### src/include/ufmtx_pkg.sv
`default_nettype none
package ufmtx_pkg;

    // ----------------------------------------
    // timing
    // ----------------------------------------
    localparam int unsigned SYS_CLK_HZ  = 10_000_000;
    localparam int unsigned RATE_MIN_HZ = 50_000;
    localparam int unsigned RATE_MAX_HZ = 5_000_000;
    // half bit period in system cycles; fastest rounds down, slowest rounds down
    localparam logic [7:0]  HALF_DIV_MIN = 8'(SYS_CLK_HZ / (2 * RATE_MAX_HZ));
    localparam logic [7:0]  HALF_DIV_MAX = 8'(SYS_CLK_HZ / (2 * RATE_MIN_HZ));

    // ----------------------------------------
    // framing
    // ----------------------------------------
    localparam logic [3:0]  SLOTS_PER_BYTE = 4'h9;  // eight data bits plus dummy
    localparam logic        CMD_WRITE      = 1'b0;
    localparam logic        DUMMY_LEVEL    = 1'b1;
    localparam int unsigned FIFO_DEPTH     = 4;

    // ----------------------------------------
    // types
    // ----------------------------------------
    typedef struct packed {
        logic [7:0] data;
    } ufmtx_byte_t;

    typedef enum logic [2:0] {
        ST_IDLE   = 3'b000,
        ST_START  = 3'b001,
        ST_SHIFT  = 3'b010,
        ST_LOAD   = 3'b011,
        ST_STOP_L = 3'b100,
        ST_STOP_H = 3'b101
    } ufmtx_state_t;

endpackage
`default_nettype wire

### src/design/ufmtx_fifo.sv
`timescale 1ns/1ps
`default_nettype none
module ufmtx_fifo
#(
    parameter int unsigned W = 8,
    parameter int unsigned D = 4
)
(
    input  wire logic         clk_sys_i,
    input  wire logic         arst_n_i,
    input  wire logic [W-1:0] in_data_i,
    input  wire logic         in_valid_i,
    output logic              in_ready_o,
    output logic [W-1:0]      out_data_o,
    output logic              out_valid_o,
    input  wire logic         out_ready_i
);

    localparam int unsigned AW = (D > 1) ? $clog2(D) : 1;

    typedef struct packed {
        logic [D-1:0][W-1:0] mem;
        logic [AW-1:0]       wr;
        logic [AW-1:0]       rd;
        logic [AW:0]         cnt;
    } ufmtx_fifo_state_t;

    ufmtx_fifo_state_t st;
    ufmtx_fifo_state_t next_st;
    logic              push;
    logic              pop;

    // ----------------------------------------
    // flags and handshakes
    // ----------------------------------------
    assign in_ready_o  = (st.cnt != (AW+1)'(D));  // honest full stalls the source
    assign out_valid_o = (st.cnt != '0);
    assign out_data_o  = st.mem[st.rd];
    assign push        = in_valid_i && in_ready_o;
    assign pop         = out_valid_o && out_ready_i;

    // pointer wrap written out so depths that are not powers of two work
    always_comb
    begin
        next_st = st;
        if (push)
        begin
            next_st.mem[st.wr] = in_data_i;
            next_st.wr = (st.wr == AW'(D-1)) ? '0 : st.wr + AW'(1);
        end
        if (pop)
        begin
            next_st.rd = (st.rd == AW'(D-1)) ? '0 : st.rd + AW'(1);
        end
        next_st.cnt = st.cnt + (AW+1)'(push) - (AW+1)'(pop);
    end

    always_ff @(posedge clk_sys_i or negedge arst_n_i)
    begin
        if (!arst_n_i)
            st <= '0;
        else
            st <= next_st;
    end

endmodule
`default_nettype wire

### src/design/ufmtx_core.sv
`timescale 1ns/1ps
`default_nettype none
module ufmtx_core
#(
    parameter int unsigned DEPTH = ufmtx_pkg::FIFO_DEPTH
)
(
    input  wire logic                   clk_sys_i,
    input  wire logic                   arst_n_i,
    input  wire logic [7:0]             half_div_i,
    input  wire logic                   start_i,
    input  wire logic [6:0]             slave_addr_i,
    input  wire logic                   stop_request_bit_i,
    input  wire ufmtx_pkg::ufmtx_byte_t tx_byte_i,
    input  wire logic                   tx_valid_i,
    output logic                        tx_ready_o,
    output logic                        ufm_clock_out_o,
    output logic                        ufm_data_out_o,
    output logic                        busy_o,
    output logic                        done_o
);

    // ----------------------------------------
    // state
    // ----------------------------------------
    typedef struct packed {
        ufmtx_pkg::ufmtx_state_t fsm;
        logic                    high_half;
        logic [7:0]              cnt;
        logic [7:0]              div;
        logic [3:0]              slot;
        logic [8:0]              sh;
        logic                    scl;
        logic                    sda;
        logic                    stop_pend;
        logic                    busy;
        logic                    done;
        logic                    rdy;
    } ufmtx_core_state_t;

    ufmtx_core_state_t      st;
    ufmtx_core_state_t      next_st;
    ufmtx_pkg::ufmtx_byte_t fifo_data;
    logic                   fifo_valid;
    logic                   fifo_pop;
    logic                   tick;
    logic                   in_ready;
    logic [7:0]             div_clamped;

    // ----------------------------------------
    // data buffer
    // ----------------------------------------
    ufmtx_fifo
    #(
        .W ($bits(ufmtx_pkg::ufmtx_byte_t)),
        .D (DEPTH)
    )
    u_fifo
    (
        .clk_sys_i   (clk_sys_i),
        .arst_n_i    (arst_n_i),
        .in_data_i   (tx_byte_i),
        .in_valid_i  (tx_valid_i && st.rdy),
        .in_ready_o  (in_ready),
        .out_data_o  (fifo_data),
        .out_valid_o (fifo_valid),
        .out_ready_i (fifo_pop)
    );

    // clamp the divider so an out-of-range setting still lands in band
    always_comb
    begin
        if (half_div_i < ufmtx_pkg::HALF_DIV_MIN)
            div_clamped = ufmtx_pkg::HALF_DIV_MIN;
        else if (half_div_i > ufmtx_pkg::HALF_DIV_MAX)
            div_clamped = ufmtx_pkg::HALF_DIV_MAX;
        else
            div_clamped = half_div_i;
    end

    // half-bit enable pulse from the divider
    assign tick     = (st.fsm != ufmtx_pkg::ST_IDLE) && (st.cnt == st.div - 8'h01);
    assign fifo_pop = tick && (st.fsm == ufmtx_pkg::ST_LOAD) && !st.stop_pend && fifo_valid;

    // ----------------------------------------
    // frame sequencer
    // ----------------------------------------
    // the divider is latched per frame so the rate cannot jump mid-bit
    always_comb
    begin
        next_st      = st;
        next_st.done = 1'b0;
        next_st.rdy  = in_ready && !(tx_valid_i && st.rdy);  // registered, may trail the fifo a cycle
        next_st.cnt  = tick ? 8'h00 : st.cnt + 8'h01;
        if (st.fsm != ufmtx_pkg::ST_IDLE && stop_request_bit_i)
            next_st.stop_pend = 1'b1;
        unique case (st.fsm)
            ufmtx_pkg::ST_IDLE:
            begin
                next_st.scl       = 1'b1;
                next_st.sda       = 1'b1;
                next_st.cnt       = 8'h00;
                next_st.stop_pend = 1'b0;
                next_st.busy      = 1'b0;
                if (start_i)
                begin
                    next_st.fsm  = ufmtx_pkg::ST_START;
                    next_st.div  = div_clamped;
                    next_st.sh   = {slave_addr_i, ufmtx_pkg::CMD_WRITE, ufmtx_pkg::DUMMY_LEVEL};
                    next_st.busy = 1'b1;
                end
            end
            ufmtx_pkg::ST_START:
            begin
                if (tick)
                begin
                    next_st.sda       = 1'b0;
                    next_st.fsm       = ufmtx_pkg::ST_SHIFT;
                    next_st.high_half = 1'b1;
                    next_st.slot      = 4'h0;
                end
            end
            ufmtx_pkg::ST_SHIFT:
            begin
                if (tick)
                begin
                    if (!st.high_half)
                    begin
                        next_st.scl       = 1'b1;
                        next_st.high_half = 1'b1;
                    end
                    else if (st.slot == ufmtx_pkg::SLOTS_PER_BYTE)
                    begin
                        next_st.scl = 1'b0;
                        next_st.fsm = ufmtx_pkg::ST_LOAD;
                    end
                    else
                    begin
                        // falling edge and next bit leave on the same edge, both push-pull
                        next_st.scl       = 1'b0;
                        next_st.sda       = st.sh[8];
                        next_st.sh        = {st.sh[7:0], 1'b0};
                        next_st.slot      = st.slot + 4'h1;
                        next_st.high_half = 1'b0;
                    end
                end
            end
            ufmtx_pkg::ST_LOAD:
            begin
                // clock parks low while the buffer runs dry; no ack is ever read
                if (tick)
                begin
                    if (st.stop_pend)
                    begin
                        next_st.sda = 1'b0;
                        next_st.fsm = ufmtx_pkg::ST_STOP_L;
                    end
                    else if (fifo_valid)
                    begin
                        next_st.sda       = fifo_data.data[7];
                        next_st.slot      = 4'h1;
                        next_st.high_half = 1'b0;
                        next_st.fsm       = ufmtx_pkg::ST_SHIFT;
                        next_st.sh        = {fifo_data.data[6:0], ufmtx_pkg::DUMMY_LEVEL, 1'b0};
                    end
                end
            end
            ufmtx_pkg::ST_STOP_L:
            begin
                if (tick)
                begin
                    next_st.scl = 1'b1;
                    next_st.fsm = ufmtx_pkg::ST_STOP_H;
                end
            end
            ufmtx_pkg::ST_STOP_H:
            begin
                if (tick)
                begin
                    next_st.sda  = 1'b1;
                    next_st.fsm  = ufmtx_pkg::ST_IDLE;
                    next_st.done = 1'b1;
                end
            end
            default:
            begin
                next_st.fsm = ufmtx_pkg::ST_IDLE;
            end
        endcase
    end

    // reset leaves the bus idle high
    always_ff @(posedge clk_sys_i or negedge arst_n_i)
    begin
        if (!arst_n_i)
        begin
            st     <= '0;
            st.scl <= 1'b1;
            st.sda <= 1'b1;
            st.div <= ufmtx_pkg::HALF_DIV_MIN;
        end
        else
        begin
            st <= next_st;
        end
    end

    // ----------------------------------------
    // outputs, straight from flops
    // ----------------------------------------
    assign ufm_clock_out_o = st.scl;
    assign ufm_data_out_o  = st.sda;
    assign busy_o          = st.busy;
    assign done_o          = st.done;
    assign tx_ready_o      = st.rdy;

endmodule
`default_nettype wire

### config.mk
export PLATFORM = sky130hd
export DESIGN_NAME = ufmtx_core
export DESIGN_NICKNAME = d
export VERILOG_FILES = /design/src/include/ufmtx_pkg.sv /design/src/design/ufmtx_fifo.sv /design/src/design/ufmtx_core.sv
export SDC_FILE = /design/constraint.sdc
export NUM_CORES = 1
export LEC_CHECK = 0
export BUFFER_PORTS_ARGS = -buffer_cell sky130_fd_sc_hd__buf_2
export CAP_MARGIN = 20
export CELL_PAD_IN_SITES_DETAIL_PLACEMENT = 1
export CELL_PAD_IN_SITES_GLOBAL_PLACEMENT = 2
export CORE_MARGIN = 4
export CORE_UTILIZATION = 30
export CTS_CLUSTER_SIZE = 28
export DETAILED_ROUTE_END_ITERATION = 10
export PLACE_DENSITY_LB_ADDON = 0.15
export SKIP_CTS_REPAIR_TIMING = 1
export SLEW_MARGIN = 10
export SYNTH_ARGS = -nofsm -noshare
export SYNTH_HDL_FRONTEND = slang
export SYNTH_SLANG_ARGS = --single-unit
export TNS_END_PERCENT = 100
### constraint.sdc
create_clock -name clk_sys_i -period 8.4 [get_ports clk_sys_i]
set_input_delay 0.84 -clock clk_sys_i [delete_from_list [all_inputs] [get_ports clk_sys_i]]
set_output_delay 0.84 -clock clk_sys_i [all_outputs]
set_load 0.02 [all_outputs]
==> results.toml <==
[sta]
fin_tns_setup_ns = 0
setup_violations = 0
period_share = 0.462
tightest_slew_ns = 0.986
fin_worst_skew_ns = 0.00755
max_freq_mhz = 258
rsz0062_at_grt = "no"
final.min_clock_period_ns = 3.88
hold_violations = 0
final_max_slew_viol_count = 0
max_slew_margin = 0.343
whs_ns = 0.470

[power_and_ir_drop]
p_per_area_nw_per_um2 = 341
p_sw_frac = 0.334
p_int_mw = 1.07
p_clk_frac = 0.255
p_leak_nw = 2.10
p_comb_frac = 0.326
ir_drop_mv = 0.145
pwr-share-seq = 0.419
p_sw_uw = 538

[final_layout]
fin_nets = 438
synthToLayoutAreaGrowth_pct = 17.0
n_fill_cell = 1474
drive_gt1_frac = 0.257
antenna_cells = 0
fin_util = 0.358

[hold_path]
holdCritPathClass = "in2async"

[cts]
cts.sinks = 78
clk_pin_slew_worst_paths_ns = 0.06
ctsLongestPathBuffers = 2
clock_latency_ns = 0.33
cts_tree = "yes"
numCtsBuffers = 9
h-tree-depth = 3
root_buffer = "clkbuf_16"

[global_route]
antenna_found_initial = 0
grt_pass1_vias = 2965
overflow = 0
grt_max_degree = 79
grt_pass1_wl_mm = 15.2
grt_usage = 0.130

[drt]
drt-wirelength-per-cell_microns = 15.6
ant_nets = 0
dr.pass1.iters = 4
drc = 0
wl_mm = 8.98
vias_per_cell = 4.84
vias = 2794
drt_iter0_drc = 63

[synthesis]
yosysMostFrequentCell = "dfrtp_1"
synthesis.nets = 405
synth.area.top_cells = "dfrtp_1 (46%), mux2_2 (9.5%), mux4_2 (4.5%)"
yosys-top-cells-count = "dfrtp_1 (75), mux2_2 (34), nor2_1 (34), nand2_1 (27), inv_1 (22)"
avgSynthCellArea_sq_um = 11.1
netlist_area_sq_um = 4040
yosys_warnings = 0
synth_top_area_frac = 0.465
synth_edf_count = 0
ys_seq_area_frac = 0.484
synthFlopType = "dfrtp_1"
synth.distinct_cells = 49
async_flop_share = 1.00
ys_ff_latch = 78
yosysTopAreaCell = "dfrtp_1"
postSynthCellCount = 365

[floorplanning]
die_h_microns = 124
dieArea_sq_um = 15400
die_x_microns = 124
io_pins = 33
start_util = 0.306
rows = 42
core_sq_um = 13200

[worst_setup_path]
cp_data_required_time_ns = 8.66
worstPathMaxFanout = 28
endpoint_kind = "flop"
path_class = "reg2reg"
startpoint_type = "flop"
worstPathArrival_ns = 4.14

[placement]
place_congestion = 0.731
dp_hpwl_mm = 6.32
io_buffer_count = 32

[run]
cap_viol_max_count = 0

[outcome]
status = "complete, no violations"
[power by group through the flow]
stage / Clock, mW / Sequential, mW / Combinational [mW]
finish: 0.410 / 0.676 / 0.525
global route: 0.447 / 0.702 / 0.596
CTS: 0.427 / 0.679 / 0.538
detailed placement: 0 / 0.685 / 0.534
global placement: 0 / 0.680 / 0.520
floorplan: 0 / 0.636 / 0.429
[worst max-delay path, cell delays in order, from the launching register on]
cell and delay, ns:
dfrtp_1 0.98, nor3_1 0.18, or4_1 0.62, a2111oi_4 0.28
buf_4 0.29, nand3_1 0.17, inv_1 0.09, ha_1 0.23
inv_1 0.06, ha_1 0.14, inv_1 0.05, fa_1 0.38
xnor2_1 0.19, xnor2_1 0.13
[worst paths after layout]
kind | from | endpoint | slack [ns] | depth (start not counted)
setup / recovery | st[36] | u_fifo.st[2] | 4.52 | 13
hold / removal | arst_n_i | st[36] | 0.47 | 1
setup reg to reg | st[36] | u_fifo.st[2] | 4.52 | 13
hold reg to reg | st[6] | st[6] | 0.48 | 1
max in group asynchronous | arst_n_i | st[19] | 7.30 | 2
min in group clk_sys_i | st[6] | st[6] | 0.48 | 1
[cell families after synthesis]
kind of cell,after synthesis,synth area share
compound gates,55,0.0920
mux,60,0.187
simple gates,107,0.126
buf+inv,35,0.0328
xor+xnor,18,0.0390
fa+ha+maj,12,0.0390
flops,78,0.484
[metal layers]
layer,vias up,GRT usage,part of all wire
met2,33,0.212,0.49
li1,1354,-,-
met3,9,0.0431,0.038
met5,-,0,0
met4,0,0.0349,0.011
met1,1398,0.167,0.46
[final cells by class]
cell class              count  area, sq um  share of cell area
clock buffers              10          239              0.0506
repair buffers             34          198              0.0418
inverters                  23         86.3              0.0183
well taps                 176          220              0.0466
clock inverters             4         72.6              0.0154
multi-input cells         252         1950               0.414
flip-flops and latches     78         1960               0.414
[cells in the final DEF, fill, tap and decap left out, drive strengths merged, types with 11 or more instances in the layout]
cell	instances
ha	11
nand3	11
dfrtp	75
mux2	42
buf	34
inv	22
o21ai	21
xnor2	13
nor2	34
nand2	27
[through the flow]
step / instance area [sq um] / power, mW / setup WS (ns) / std cells
CTS: 4700 / 1.64 / 4.45 / 576
floorplan: 4040 / 1.06 / 4.97 / 365
global route: 4730 / 1.74 / 4.14 / 577
global placement: 4390 / 1.20 / 4.54 / 562
finish: 4730 / 1.61 / 4.52 / 577
detailed placement: 4390 / 1.22 / 4.47 / 562
[flip-flops by register name, summed over array words and instances (netlist names)]
signal	flops
u_fifo.st	39
done_o	1
busy_o	1
ufm_data_out_o	1
tx_ready_o	1
st	34
ufm_clock_out_o	1
(Power assumes the default switching activity.)
